--- src/inc/pima_pkg.sv ---
// constants for the parallel multiply-add execute block
package pima_pkg;
    // ---------------------------------------------------------------
    // instruction word layout
    // ---------------------------------------------------------------
    localparam logic [5:0] OPC_PREFIX = 6'h22;
    localparam int OPC_HI = 31;
    localparam int OPC_LO = 26;
    localparam int ROUTE_HI = 25;
    localparam int ROUTE_LO = 24;
    localparam int MDST_BIT = 23;
    localparam int ADST_BIT = 22;
    localparam int REG1_HI = 21;
    localparam int REG1_LO = 19;
    localparam int REG2_HI = 18;
    localparam int REG2_LO = 16;
    // destination register numbers
    localparam logic [2:0] MDST_BASE = 3'h0;
    localparam logic [2:0] ADST_BASE = 3'h2;
    // cycles per instruction by location of the third operand
    localparam int CYC_INTERNAL = 1;
    localparam int CYC_EXTERNAL = 2;
    // ---------------------------------------------------------------
    // register map (byte offsets)
    // ---------------------------------------------------------------
    localparam logic [7:0] OFS_EXT_REG0 = 8'h00;
    localparam logic [7:0] OFS_FLAGS = 8'h20;
    localparam logic [7:0] OFS_CTRL = 8'h24;
    localparam logic [7:0] OFS_IRQ_STAT = 8'h28;
    localparam logic [7:0] OFS_IRQ_MASK = 8'h2c;
    // flags register fields
    localparam int FL_CARRY = 0;
    localparam int FL_OVF = 1;
    localparam int FL_UNDERFLOW = 2;
    localparam int FL_NEG = 3;
    localparam int FL_ZERO = 4;
    localparam int FL_LATCHED_OVF = 5;
    localparam int FL_LATCHED_UF = 6;
    localparam int FLAGS_W = 7;
    // control register fields
    localparam int CT_SATURATE = 0;
    localparam int CT_EXT_OPS = 1;
    localparam int CTRL_W = 2;
    // interrupt event bits
    localparam int EV_DONE = 0;
    localparam int EV_OVF = 1;
    localparam int EV_ILLEGAL = 2;
    localparam int EV_W = 3;
    // reset values
    localparam logic [FLAGS_W-1:0] FLAGS_RST = 7'h00;
    localparam logic [CTRL_W-1:0] CTRL_RST = 2'h0;
    localparam logic [EV_W-1:0] IRQ_MASK_RST = 3'h0;
    localparam logic [2:0] HSIZE_WORD = 3'h2;
endpackage : pima_pkg

--- src/hw/pima_arith.sv ---
// integer multiply and add with overflow detection and saturation
`timescale 1ns/1ps
`default_nettype none
module pima_arith #(
    parameter int DW = 32
) (
    input wire logic [DW-1:0] mul_a,
    input wire logic [DW-1:0] mul_b,
    input wire logic [DW-1:0] add_d,
    input wire logic [DW-1:0] add_c,
    input wire logic saturate,
    output logic [DW-1:0] product,
    output logic [DW-1:0] sum,
    output logic mul_ovf,
    output logic add_ovf
);
    // ---------------------------------------------------------------
    // datapath
    // ---------------------------------------------------------------
    localparam int PW = DW + 16;
    logic signed [2*DW-1:0] full_prod;
    logic [PW-1:0] prod48;
    logic [DW-1:0] raw_sum;

    // signed product; upper sixteen bits must echo the result sign
    always_comb begin
        full_prod = $signed({{DW{mul_a[DW-1]}}, mul_a})
            * $signed({{DW{mul_b[DW-1]}}, mul_b});
        prod48 = full_prod[PW-1:0];
        mul_ovf = (prod48[PW-1:DW] != {16{prod48[DW-1]}});
    end

    // sum with signed overflow on matching input signs
    always_comb begin
        raw_sum = add_d + add_c;
        add_ovf = (add_d[DW-1] == add_c[DW-1]) && (raw_sum[DW-1] != add_d[DW-1]);
    end

    // saturate toward the true sign when the mode is on
    always_comb begin
        product = prod48[DW-1:0];
        sum = raw_sum;
        if (saturate && mul_ovf) begin
            product = prod48[PW-1] ? {1'b1, {(DW-1){1'b0}}} : {1'b0, {(DW-1){1'b1}}};
        end
        if (saturate && add_ovf) begin
            sum = add_d[DW-1] ? {1'b1, {(DW-1){1'b0}}} : {1'b0, {(DW-1){1'b1}}};
        end
    end
endmodule : pima_arith
`default_nettype wire

--- src/hw/pima_exec.sv ---
// parallel integer multiply and add: decode, execute, register bus
`timescale 1ns/1ps
`default_nettype none
module pima_exec #(
    parameter int DW = 32,
    parameter int NREG = 8
) (
    input wire logic mclk,
    input wire logic rst,
    input wire logic ce,
    input wire logic hsel,
    input wire logic [31:0] haddr,
    input wire logic [1:0] htrans,
    input wire logic hwrite,
    input wire logic [2:0] hsize,
    input wire logic hready,
    input wire logic [31:0] hwdata,
    output logic [31:0] hrdata,
    output logic hreadyout,
    output logic hresp,
    input wire logic instr_valid,
    input wire logic [31:0] instr_word,
    input wire logic [DW-1:0] ind3_data,
    input wire logic [DW-1:0] ind4_data,
    input wire logic ind3_is_cpu_reg,
    input wire logic ind4_is_cpu_reg,
    input wire logic op3_external,
    output logic instr_ready,
    output logic exec_done,
    output logic exec_ovf,
    output logic irq
);
    // ---------------------------------------------------------------
    // types and helpers
    // ---------------------------------------------------------------
    typedef enum logic [1:0] {
        PIMA_IDLE = 2'b00,
        PIMA_WAIT = 2'b01
    } pima_state_type;

    // operand source per routing value: {a, b, d, c}, 0=reg1..3=ind4
    function automatic logic [7:0] route_sel(input logic [1:0] p);
        case (p)
            2'b00: route_sel = {2'd2, 2'd3, 2'd0, 2'd1};
            2'b01: route_sel = {2'd2, 2'd0, 2'd3, 2'd1};
            2'b10: route_sel = {2'd0, 2'd1, 2'd2, 2'd3};
            2'b11: route_sel = {2'd2, 2'd0, 2'd1, 2'd3};
            default: route_sel = 8'h00;
        endcase
    endfunction : route_sel

    // whether a byte address falls in the register window, word aligned
    function automatic logic is_reg_addr(input logic [7:0] a);
        is_reg_addr = (a[7:5] == 3'h0) && (a[1:0] == 2'h0);
    endfunction : is_reg_addr

    // ---------------------------------------------------------------
    // state
    // ---------------------------------------------------------------
    logic [DW-1:0] ext_reg_r [NREG];
    logic [pima_pkg::FLAGS_W-1:0] flags_r;
    logic [pima_pkg::CTRL_W-1:0] ctrl_r;
    logic [pima_pkg::EV_W-1:0] irq_stat_r;
    logic [pima_pkg::EV_W-1:0] irq_mask_r;
    pima_state_type state_r;
    logic [31:0] held_word_r;
    logic [DW-1:0] held_ind3_r;
    logic [DW-1:0] held_ind4_r;
    logic held_cpu3_r;
    logic held_cpu4_r;
    logic [31:0] hrdata_r;
    logic hreadyout_r;
    logic wr_pend_r;
    logic [7:0] wr_addr_r;
    logic instr_ready_r;
    logic exec_done_r;
    logic exec_ovf_r;
    logic irq_r;

    // ---------------------------------------------------------------
    // decode
    // ---------------------------------------------------------------
    logic take;
    logic [31:0] cur_word;
    logic [DW-1:0] cur_ind3;
    logic [DW-1:0] cur_ind4;
    logic cur_cpu3;
    logic cur_cpu4;
    logic legal;
    logic fire;
    logic illegal_ev;
    logic [7:0] sel;
    logic [DW-1:0] src_val [4];
    logic [DW-1:0] op_a;
    logic [DW-1:0] op_b;
    logic [DW-1:0] op_d;
    logic [DW-1:0] op_c;
    logic [2:0] mdst;
    logic [2:0] adst;
    logic [DW-1:0] product;
    logic [DW-1:0] sum;
    logic mul_ovf;
    logic add_ovf;
    logic any_ovf;
    logic dest_ext;

    assign take = ce && instr_valid && instr_ready_r;

    // a two-cycle instruction executes from its held copy
    always_comb begin
        if (state_r == PIMA_WAIT) begin
            cur_word = held_word_r;
            cur_ind3 = held_ind3_r;
            cur_ind4 = held_ind4_r;
            cur_cpu3 = held_cpu3_r;
            cur_cpu4 = held_cpu4_r;
        end else begin
            cur_word = instr_word;
            cur_ind3 = ind3_data;
            cur_ind4 = ind4_data;
            cur_cpu3 = ind3_is_cpu_reg;
            cur_cpu4 = ind4_is_cpu_reg;
        end
    end

    // prefix check; cpu-register operands only in extended mode
    always_comb begin
        legal = (cur_word[pima_pkg::OPC_HI:pima_pkg::OPC_LO] == pima_pkg::OPC_PREFIX);
        if ((cur_cpu3 || cur_cpu4) && !ctrl_r[pima_pkg::CT_EXT_OPS]) begin
            legal = 1'b0;
        end
    end

    // internal operand executes at once, external waits a cycle
    always_comb begin
        fire = 1'b0;
        if (state_r == PIMA_WAIT) begin
            fire = ce && legal;
        end else if (take && !op3_external) begin
            fire = legal;
        end
    end
    assign illegal_ev = ((state_r == PIMA_WAIT) && ce || take && !op3_external) && !legal;

    // gather the four source fields, register values taken live
    always_comb begin
        src_val[0] = ext_reg_r[cur_word[pima_pkg::REG1_HI:pima_pkg::REG1_LO]];
        src_val[1] = ext_reg_r[cur_word[pima_pkg::REG2_HI:pima_pkg::REG2_LO]];
        src_val[2] = cur_cpu3 ? ext_reg_r[cur_word[10:8]] : cur_ind3;
        src_val[3] = cur_cpu4 ? ext_reg_r[cur_word[2:0]] : cur_ind4;
    end

    // routing field chooses which field feeds each unit input
    always_comb begin
        sel = route_sel(cur_word[pima_pkg::ROUTE_HI:pima_pkg::ROUTE_LO]);
        op_a = src_val[sel[7:6]];
        op_b = src_val[sel[5:4]];
        op_d = src_val[sel[3:2]];
        op_c = src_val[sel[1:0]];
    end

    // destination selects
    always_comb begin
        mdst = pima_pkg::MDST_BASE | {2'b00, cur_word[pima_pkg::MDST_BIT]};
        adst = pima_pkg::ADST_BASE | {2'b00, cur_word[pima_pkg::ADST_BIT]};
        dest_ext = (int'(mdst) < NREG) && (int'(adst) < NREG);
    end

    // both operations evaluated together
    pima_arith #(
        .DW(DW)
    ) u_arith (
        .mul_a(op_a),
        .mul_b(op_b),
        .add_d(op_d),
        .add_c(op_c),
        .saturate(ctrl_r[pima_pkg::CT_SATURATE]),
        .product(product),
        .sum(sum),
        .mul_ovf(mul_ovf),
        .add_ovf(add_ovf)
    );
    assign any_ovf = mul_ovf || add_ovf;

    // ---------------------------------------------------------------
    // sequencing
    // ---------------------------------------------------------------
    // two-cycle path parks the word and operands for one cycle
    always_ff @(posedge mclk or posedge rst) begin
        if (rst) begin
            state_r <= PIMA_IDLE;
            instr_ready_r <= 1'b0;
            held_word_r <= 32'h0000_0000;
            held_ind3_r <= '0;
            held_ind4_r <= '0;
            held_cpu3_r <= 1'b0;
            held_cpu4_r <= 1'b0;
        end else if (ce) begin
            case (state_r)
                PIMA_IDLE: begin
                    instr_ready_r <= 1'b1;
                    if (take && op3_external) begin
                        state_r <= PIMA_WAIT;
                        instr_ready_r <= 1'b0;
                        held_word_r <= instr_word;
                        held_ind3_r <= ind3_data;
                        held_ind4_r <= ind4_data;
                        held_cpu3_r <= ind3_is_cpu_reg;
                        held_cpu4_r <= ind4_is_cpu_reg;
                    end
                end
                PIMA_WAIT: begin
                    state_r <= PIMA_IDLE;
                    instr_ready_r <= 1'b1;
                end
                default: begin
                    state_r <= PIMA_IDLE;
                    instr_ready_r <= 1'b1;
                end
            endcase
        end
    end

    // completion pulses
    always_ff @(posedge mclk or posedge rst) begin
        if (rst) begin
            exec_done_r <= 1'b0;
            exec_ovf_r <= 1'b0;
        end else if (ce) begin
            exec_done_r <= fire;
            exec_ovf_r <= fire && any_ovf;
        end
    end

    // ---------------------------------------------------------------
    // register file: execute results win over bus writes
    // ---------------------------------------------------------------
    always_ff @(posedge mclk or posedge rst) begin
        if (rst) begin
            for (int i = 0; i < NREG; i++) begin
                ext_reg_r[i] <= '0;
            end
        end else if (ce) begin
            if (wr_pend_r && is_reg_addr(wr_addr_r) && (int'(wr_addr_r[4:2]) < NREG)) begin
                ext_reg_r[wr_addr_r[4:2]] <= hwdata[DW-1:0];
            end
            if (fire) begin
                ext_reg_r[mdst] <= product;
                ext_reg_r[adst] <= sum;
            end
        end
    end

    // condition flags
    always_ff @(posedge mclk or posedge rst) begin
        if (rst) begin
            flags_r <= pima_pkg::FLAGS_RST;
        end else if (ce) begin
            if (wr_pend_r && wr_addr_r == pima_pkg::OFS_FLAGS) begin
                flags_r <= hwdata[pima_pkg::FLAGS_W-1:0];
            end
            if (fire && dest_ext) begin
                flags_r[pima_pkg::FL_UNDERFLOW] <= 1'b0;
                flags_r[pima_pkg::FL_NEG] <= 1'b0;
                flags_r[pima_pkg::FL_ZERO] <= 1'b0;
                flags_r[pima_pkg::FL_OVF] <= any_ovf;
                if (any_ovf) begin
                    flags_r[pima_pkg::FL_LATCHED_OVF] <= 1'b1;
                end
            end
        end
    end

    // ---------------------------------------------------------------
    // bus slave
    // ---------------------------------------------------------------
    logic addr_ok;
    logic [7:0] rd_addr;
    logic [31:0] rd_mux;
    logic rd_clear;

    assign addr_ok = ce && hsel && hready && htrans[1] && (hsize == pima_pkg::HSIZE_WORD);
    assign rd_addr = haddr[7:0];
    assign rd_clear = addr_ok && !hwrite && (haddr[31:8] == 24'h00_0000)
        && (rd_addr == pima_pkg::OFS_IRQ_STAT);

    // read value; unmapped offsets read zero
    always_comb begin
        rd_mux = 32'h0000_0000;
        if (haddr[31:8] != 24'h00_0000) begin
            rd_mux = 32'h0000_0000;
        end else if (is_reg_addr(rd_addr) && (int'(rd_addr[4:2]) < NREG)) begin
            rd_mux[DW-1:0] = ext_reg_r[rd_addr[4:2]];
        end else if (rd_addr == pima_pkg::OFS_FLAGS) begin
            rd_mux[pima_pkg::FLAGS_W-1:0] = flags_r;
        end else if (rd_addr == pima_pkg::OFS_CTRL) begin
            rd_mux[pima_pkg::CTRL_W-1:0] = ctrl_r;
        end else if (rd_addr == pima_pkg::OFS_IRQ_STAT) begin
            rd_mux[pima_pkg::EV_W-1:0] = irq_stat_r;
        end else if (rd_addr == pima_pkg::OFS_IRQ_MASK) begin
            rd_mux[pima_pkg::EV_W-1:0] = irq_mask_r;
        end
    end

    // address phase capture, read data ready for the data phase
    always_ff @(posedge mclk or posedge rst) begin
        if (rst) begin
            wr_pend_r <= 1'b0;
            wr_addr_r <= 8'h00;
            hrdata_r <= 32'h0000_0000;
            hreadyout_r <= 1'b0;
        end else if (ce) begin
            hreadyout_r <= 1'b1;
            wr_pend_r <= addr_ok && hwrite && (haddr[31:8] == 24'h00_0000);
            if (addr_ok) begin
                wr_addr_r <= rd_addr;
            end
            if (addr_ok && !hwrite) begin
                hrdata_r <= rd_mux;
            end
        end
    end

    // control and mask registers
    always_ff @(posedge mclk or posedge rst) begin
        if (rst) begin
            ctrl_r <= pima_pkg::CTRL_RST;
            irq_mask_r <= pima_pkg::IRQ_MASK_RST;
        end else if (ce && wr_pend_r) begin
            if (wr_addr_r == pima_pkg::OFS_CTRL) begin
                ctrl_r <= hwdata[pima_pkg::CTRL_W-1:0];
            end
            if (wr_addr_r == pima_pkg::OFS_IRQ_MASK) begin
                irq_mask_r <= hwdata[pima_pkg::EV_W-1:0];
            end
        end
    end

    // ---------------------------------------------------------------
    // interrupts: sticky events, read clears, new event wins
    // ---------------------------------------------------------------
    logic [pima_pkg::EV_W-1:0] ev_set;

    always_comb begin
        ev_set = '0;
        ev_set[pima_pkg::EV_DONE] = fire;
        ev_set[pima_pkg::EV_OVF] = fire && any_ovf;
        ev_set[pima_pkg::EV_ILLEGAL] = illegal_ev;
    end

    always_ff @(posedge mclk or posedge rst) begin
        if (rst) begin
            irq_stat_r <= '0;
            irq_r <= 1'b0;
        end else if (ce) begin
            irq_stat_r <= (rd_clear ? '0 : irq_stat_r) | ev_set;
            irq_r <= |(((rd_clear ? '0 : irq_stat_r) | ev_set) & irq_mask_r);
        end
    end

    // ---------------------------------------------------------------
    // outputs
    // ---------------------------------------------------------------
    assign hrdata = hrdata_r;
    assign hreadyout = hreadyout_r;
    assign hresp = 1'b0;
    assign instr_ready = instr_ready_r;
    assign exec_done = exec_done_r;
    assign exec_ovf = exec_ovf_r;
    assign irq = irq_r;
endmodule : pima_exec
`default_nettype wire

--- config.mk ---
export PLATFORM = sky130hd
export DESIGN_NAME = pima_exec
export DESIGN_NICKNAME = d
export VERILOG_FILES = /design/src/inc/pima_pkg.sv /design/src/hw/pima_arith.sv /design/src/hw/pima_exec.sv
export SDC_FILE = /design/constraint.sdc
export NUM_CORES = 2
export LEC_CHECK = 0
export ABC_AREA = 1
export BUFFER_PORTS_ARGS = -buffer_cell sky130_fd_sc_hd__buf_2
export CELL_PAD_IN_SITES_DETAIL_PLACEMENT = 0
export CELL_PAD_IN_SITES_GLOBAL_PLACEMENT = 2
export CORE_MARGIN = 5
export CORE_UTILIZATION = 41
export CTS_BUF_LIST = sky130_fd_sc_hd__clkbuf_2 sky130_fd_sc_hd__clkbuf_4 sky130_fd_sc_hd__clkbuf_8
export CTS_CLUSTER_DIAMETER = 30
export CTS_CLUSTER_SIZE = 25
export DETAILED_ROUTE_END_ITERATION = 6
export PLACE_DENSITY_LB_ADDON = 0.1
export SLEW_MARGIN = 10
export SYNTH_ARGS = -nofsm -noshare
export SYNTH_HDL_FRONTEND = slang
export SYNTH_SLANG_ARGS = --single-unit
--- constraint.sdc ---
create_clock -name mclk -period 26.8 [get_ports mclk]
set_input_delay 4.02 -clock mclk [delete_from_list [all_inputs] [get_ports mclk]]
set_output_delay 4.02 -clock mclk [all_outputs]
set_load 0.01 [all_outputs]
After elaboration in Yosys (flattened, before gate mapping) --
Index checks and enable logic that the tools add are counted.
Storage, ports and cells: flip-flop bits (word level) 417, input bits 175, output and inout bits 38, logic and storage cells 201
Operators by class: $add $sub $neg 1, multipliers 1, $lt $le $gt $ge 15, equality and inequality tests 17, multiplexer cells 71, bitwise operators 14, reductions and logical operators 54
Operators by type and width (count):
- 32-bit 2-to-1 mux | 31
- 256-bit bitwise mux | 3
- 256-bit 2-to-1 mux | 3
- 32-bit binary-select mux with 3-bit select | 5
- 32-bit demux with 3-bit select | 3
- 32-bit binary-select mux with 2-bit select | 4
- 8-bit by 6-bit == test with 1-bit output, second input constant | 7
- 32-bit by 32-bit multiplier with 48-bit output | 1
- 32-bit adder | 1
- 4-bit >= comparator, second input constant | 8
- 8-bit case mux with 4 select lines | 1
- 1-bit logical AND | 29
- 25-bit 2-to-1 mux | 1
- 24-bit zero test | 1
- 3-bit NOT with 4-bit output | 6
- 24-bit nonzero test | 1
- 16-bit inequality test | 1
- 2-bit AND reduction | 7
- 3-bit >= comparator, second input constant | 4
- 4-bit by 1-bit less-than comparator with 1-bit output, second input constant | 3
- 3-bit 2-to-1 mux | 4
- 2-bit NOT with 3-bit output | 4
- 1-bit 2-to-1 mux | 9
- 2-bit zero test | 4
- 22 further kinds | 32

Depth between registers and ports, before layout --
depth in word-level cells 18, depth in mapped cells 59, mapped depth without buffers 53

Hierarchy --
From an unflattened synthesis, not the netlist that was laid out.
Unflattened totals: cell total of the unflattened synthesis 10719, area total of the unflattened synthesis 68969.9 sq um
By module, submodules not included:
- pima_exec | times used 1, cells each 6160, area an instance 35435.2 sq um, sequential area each 10159.7 sq um
- pima_arith | times used 1, cells each 4559, area an instance 33534.7 sq um, sequential area each 0.0 sq um

Worst setup path before layout --
No wires, ideal clock.
kind in2reg, from in instr_word[24], to reg ext_reg_r[232] (netlist bit), library setup time 0.117 ns, arrival 14.491 ns, required time 26.683 ns, path slack 12.193 ns, stages 49, buffers on the path 10, path through o21ai_2 -> buf_2 -> clkbuf_1 -> buf_1 -> clkbuf_1 -> buf_1 -> ha_1 -> buf_1 -> clkbuf_1 -> clkbuf_1 -> nand2_1 -> o21ai_1 -> inv_1 -> clkbuf_1 -> nor2_1 -> fa_1 -> fa_1 -> fa_1 -> [... 13 more ...] -> nand2_1 -> a221oi_1 -> o21ai_0 -> xor2_1 -> inv_1 -> o21ai_0 -> nor2_1 -> nand3_1 -> nor2_1 -> nand3_1 -> inv_1 -> nand2_4 -> nand2_4 -> buf_6 -> nand2_2 -> nand3_1 -> nand2_1 -> nand2_1
On the way: longest elaborated chain between the ends 14, elaborated cells between the ends (all ways) 37, classes of those cells 1 x add/sub; 1 x mul; 6 x eq/ne; 21 x mux; 4 x bitwise; 4 x reduce/logical
RTL lines:
- start: declaration | RTL line pima_exec.sv:22 | input wire logic [31:0] instr_word,
- 32-bit 2-to-1 mux (*) | RTL line pima_exec.sv:111 | if (state_r == PIMA_WAIT) begin
- 2-bit == test, or another cell as far along | RTL line pima_exec.sv:43 | case (p)
- 8-bit case mux with 4 select lines (*) | RTL line pima_exec.sv:43
- 2-bit NOT with 3-bit output, on equally long branches
- 32-bit binary-select mux with 2-bit select, on equally long branches
- 32-bit 2-to-1 mux, on equally long branches (2 in a row)
- 32-bit by 32-bit multiplier with 48-bit output / 32-bit adder (equally long branches) | RTL line pima_arith.sv:28, pima_arith.sv:35
- 16-bit inequality test / 1-bit inequality test (equally long branches) | RTL line pima_arith.sv:30, pima_arith.sv:36
- 1-bit logical AND, on equally long branches | RTL line pima_arith.sv:43, pima_arith.sv:36
- 32-bit 2-to-1 mux / 1-bit logical AND (equally long branches) | RTL line pima_arith.sv:43, pima_arith.sv:46
- 256-bit bitwise mux / 32-bit 2-to-1 mux (equally long branches) | RTL line pima_exec.sv:248, pima_arith.sv:46
- 256-bit bitwise mux (*) | RTL line pima_exec.sv:249 | ext_reg_r[adst] <= sum;
- 256-bit 2-to-1 mux (*) | RTL line pima_exec.sv:247 | if (fire) begin
- end signal: indexed assignment | RTL line pima_exec.sv:245 | ext_reg_r[wr_addr_r[4:2]] <= hwdata[DW-1:0];
- end signal: indexed assignment | RTL line pima_exec.sv:248 | ext_reg_r[mdst] <= product;
- end signal: indexed assignment | RTL line pima_exec.sv:249
- end: declaration | RTL line pima_exec.sv:60 | logic [DW-1:0] ext_reg_r [NREG];
Mark *: on every way between the ends. The rest lies on a longest branch, timed or not. The select of a mux whose other input is x is not followed. A chain may end at the register's enable or synchronous reset.

Worst setup path in the final report --
from in instr_word[0], to reg ext_reg_r[215] (netlist bit)
On the way: longest elaborated chain between the ends 16, elaborated cells between the ends (all ways) 33, classes of those cells 1 x add/sub; 1 x mul; 3 x eq/ne; 24 x mux; 1 x bitwise; 3 x reduce/logical
RTL lines:
- 32-bit 2-to-1 mux (*) | RTL line pima_exec.sv:111
- 3-bit NOT with 4-bit output (not written as such) (*) | RTL line pima_exec.sv:150 | src_val[3] = cur_cpu4 ? ext_reg_r[cur_word[2:0]] : cur_ind4;
- 32-bit binary-select mux with 3-bit select (*) | RTL line pima_exec.sv:150
- 32-bit 2-to-1 mux (not written as such) (*) (2 in a row) | RTL line pima_exec.sv:150
- 32-bit 2-to-1 mux (*) | RTL line pima_exec.sv:150
- 32-bit binary-select mux with 2-bit select, on equally long branches
- 32-bit 2-to-1 mux, on equally long branches (2 in a row)
- 32-bit by 32-bit multiplier with 48-bit output / 32-bit adder (equally long branches) | RTL line pima_arith.sv:28, pima_arith.sv:35
- 16-bit inequality test / 1-bit inequality test (equally long branches) | RTL line pima_arith.sv:30, pima_arith.sv:36
- 1-bit logical AND, on equally long branches | RTL line pima_arith.sv:43, pima_arith.sv:36
- 32-bit 2-to-1 mux / 1-bit logical AND (equally long branches) | RTL line pima_arith.sv:43, pima_arith.sv:46
- 256-bit bitwise mux / 32-bit 2-to-1 mux (equally long branches) | RTL line pima_exec.sv:248, pima_arith.sv:46
- 256-bit bitwise mux (*) | RTL line pima_exec.sv:249
- 256-bit 2-to-1 mux (*) | RTL line pima_exec.sv:247
Marked as above.

==> results.txt <==
Setup TNS Final - 0 ns
Hold_buf cts - 0
Row cnt - 144
Total grt overflow - 0
Global routing's busiest layer - met2
Via Count - 65.40k
Area growth, synth to finish - 9.660%
Initial Util - 0.4119
Filler Cell Count - 16.00k
Sink Count - 406
Leading area contributor after synthesis - fa_1
Setup Skew - 0.09093 ns
Final setup fails - 0
H-Tree Level Count - 4
Gr usage total - 0.3810
Critical path's largest stage delay - 1.02 ns
Clock slew at reported path FFs - 0.05 ns
Average cell area after synthesis - 7.103 um2
Synthesized area - 63380 um2
Status - complete, but fails checks
Antenna violations before repair - 21
Die Y - 403.2 um
Ranking of synthesized cells by area - fa_1 (27%), dfrtp_1 (16%), nand2_1 (13%)
FFs w/ async S/R, synth - 1.000
Final WL - 314.9 mm
TritonRoute pass-1 iters - 7
Yosys reg bits - 406
Hold Vio Cnt, Final - 0
Final nets - 10.07k
Synth top area share - 0.2653
Final Slew Violations - 0
Die Area - 162500 um2
Maximum clock rate - 59.89 MHz
Max Cap Viol - 0
Synth Flop Type - dfrtp_1
Post-CTS Setup Bufs - 0
Crit path launch type - primary input
Die width - 403.2 um
Worst path required time - 27.62 ns
CTS Root Buffer Type - clkbuf_8
Register area share after synthesis - 0.1603
Post-DP HPWL - 224.3 mm
Largest net degree at the start of global routing - 152
Storage cell area - 10160 um2
Period utilisation layout - 0.6231
Vias in the first global route - 63.56k
CP Max Fanout - 78
Synth warn - 0
Syn nets - 10.14k
Cell variety after synth - 60
Failing checks - design-rule violations
Core area - 153900 um2
Detailed Route Iter0 Violations - 7731
Arr. time, crit path - 17.52 ns
Global-route wire length before repair - 451.2 mm
Share of cells above drive strength 1 - 0.08807
Path depth of the worst reg2reg path - 43
Post-CTS sizing - 0
Hold Crit Depth - 1
Met1 Use GR - 0.5185
Met3 usage - 0.09573
CP max stage cell - clkinv_1
Area of the multi-input gates - 45950 um2
M2 GR Usage - 0.5514
Slew Limit Headroom - 0.1789
Top Ports - 213
Number of CTS-inserted buffers - 143
Gpl congestion - 0.9743
Post-DRT Antenna Nets - 0
Wire per inst - 28.58 um
Critical path capture point type - register
RSZ-0062 raised after global routing - false
Clk buf depth - 3
Post-synth EDFFs - 0
TritonCTS clock tree - built
Worst-Skew Late Latency - 0.90 ns
DR vias/cell - 5.934
Remaining DRCs - 1
Final Critical Period - 16.70 ns
Crit Path Class - in -> reg
Gate Count Post-Synth - 8922
FF-to-FF setup slack - 11.96 ns
Measured slew at the worst slew-check pin - 1.226 ns
Port bufs - 200
Worst hold path type - reg -> reg
-- Yosys cell counts, types with 11 or more instances --
master     count
buf_1         43
buf_2         84
o22ai_1       87
nand2_2       36
o21a_1        20
xor2_1        39
o2bb2ai_1     18
a31oi_1       95
inv_2         22
clkinv_1      28
a211oi_1      15
nand2_1     2116
o21ai_1       78
nand3_1      766
ha_1         200
clkbuf_1     425
xnor2_1       40
nor2_1       590
buf_4         19
fa_1         840
nor4_1        11
inv_1       1275
o211ai_1     180
a21oi_1      437
a32o_1        28
o221ai_1      16
nand4_1      108
buf_6         23
dfrtp_1      406
o21ai_0      778
-- metal layers --
metal / vias up / share of wire
met5: - / 0.00015
li1: 28570 / -
met2: 3774 / 0.41
met4: 6 / 0.069
met3: 847 / 0.11
met1: 32210 / 0.41
-- kinds of logic (layout without fill, tap and decap cells) --
| group | Yosys count | count (layout) | synth area share |
|---|---|---|---|
| AND/OR/NAND/NOR | 3658 | 3658 | 0.2398 |
| buffers and inverters | 1921 | 1969 | 0.1195 |
| AO/OA/AOI/OAI | 1812 | 1812 | 0.1637 |
| adder cells (fa/ha/maj) | 1040 | 1040 | 0.3048 |
| flip-flops | 406 | 406 | 0.1603 |
| XOR/XNOR | 79 | 79 | 0.01092 |
| multiplexers | 5 | 5 | 0.0008686 |
| other | 1 | 8 | 0.00005917 |
-- critical path, delay by kind of cell --
| kind | cells | cell delay (ns) |
|---|---|---|
| compound gates | 7 | 1.60 |
| xor+xnor | 1 | 0.21 |
| fa+ha+maj | 9 | 4.06 |
| buf+inv | 9 | 3.08 |
| simple gates | 17 | 4.25 |
-- cells in the final DEF (no fill, tap or decap), drive strengths merged, types with 15 or more instances in the layout --
| master | n |
|---|---|
| nand2 | 2160 |
| inv | 1310 |
| o21ai | 873 |
| fa | 840 |
| nand3 | 767 |
| nor2 | 591 |
| a21oi | 437 |
| dfrtp | 406 |
| buf | 382 |
| ha | 200 |
| clkbuf | 200 |
| o211ai | 184 |
| nand4 | 108 |
| a31oi | 95 |
| o22ai | 87 |
| clkinv | 55 |
| xnor2 | 40 |
| xor2 | 39 |
| a32o | 28 |
| o21a | 20 |
| o2bb2ai | 18 |
| o221ai | 16 |
| a211oi | 15 |
-- path summary, 6_finish.rpt --
path / end / startpoint
max: ext_reg_r[215] / instr_word[0]
min: hreadyout / hreadyout
max reg2reg: ext_reg_r[215] / state_r[0]
min reg2reg: hreadyout / hreadyout
max in group asynchronous: async pin / rst
min in group asynchronous: async pin / rst
-- final cells by class --
cell class                 count  area share
sequential                   406      0.1463
clock buffer                 200     0.03754
tap                         2044     0.03680
timing repair buffer         382     0.03482
antenna                        7   0.0002520
inverter                    1326     0.07187
multi-input combinational   6595      0.6611
clock inverter                61     0.01138
-- metrics by stage --
stage	setup WS [ns]	util	hold WS [ns]	std cells	cell area (um2)
global placement	9.660	0.4295	0.4497	10750	66080
CTS	10.62	0.4516	0.4706	11010	69480
global route	9.771	0.4516	0.4885	11020	69490
floorplan	11.49	-	0.4422	8922	63380
finish	10.10	0.4517	0.4674	11020	69500
detailed placement	9.679	0.4295	0.4478	10750	66080
Power is left out: the tool's default activity adds up to more than one toggle a clock period on the data nets, which glitch-free logic cannot reach.
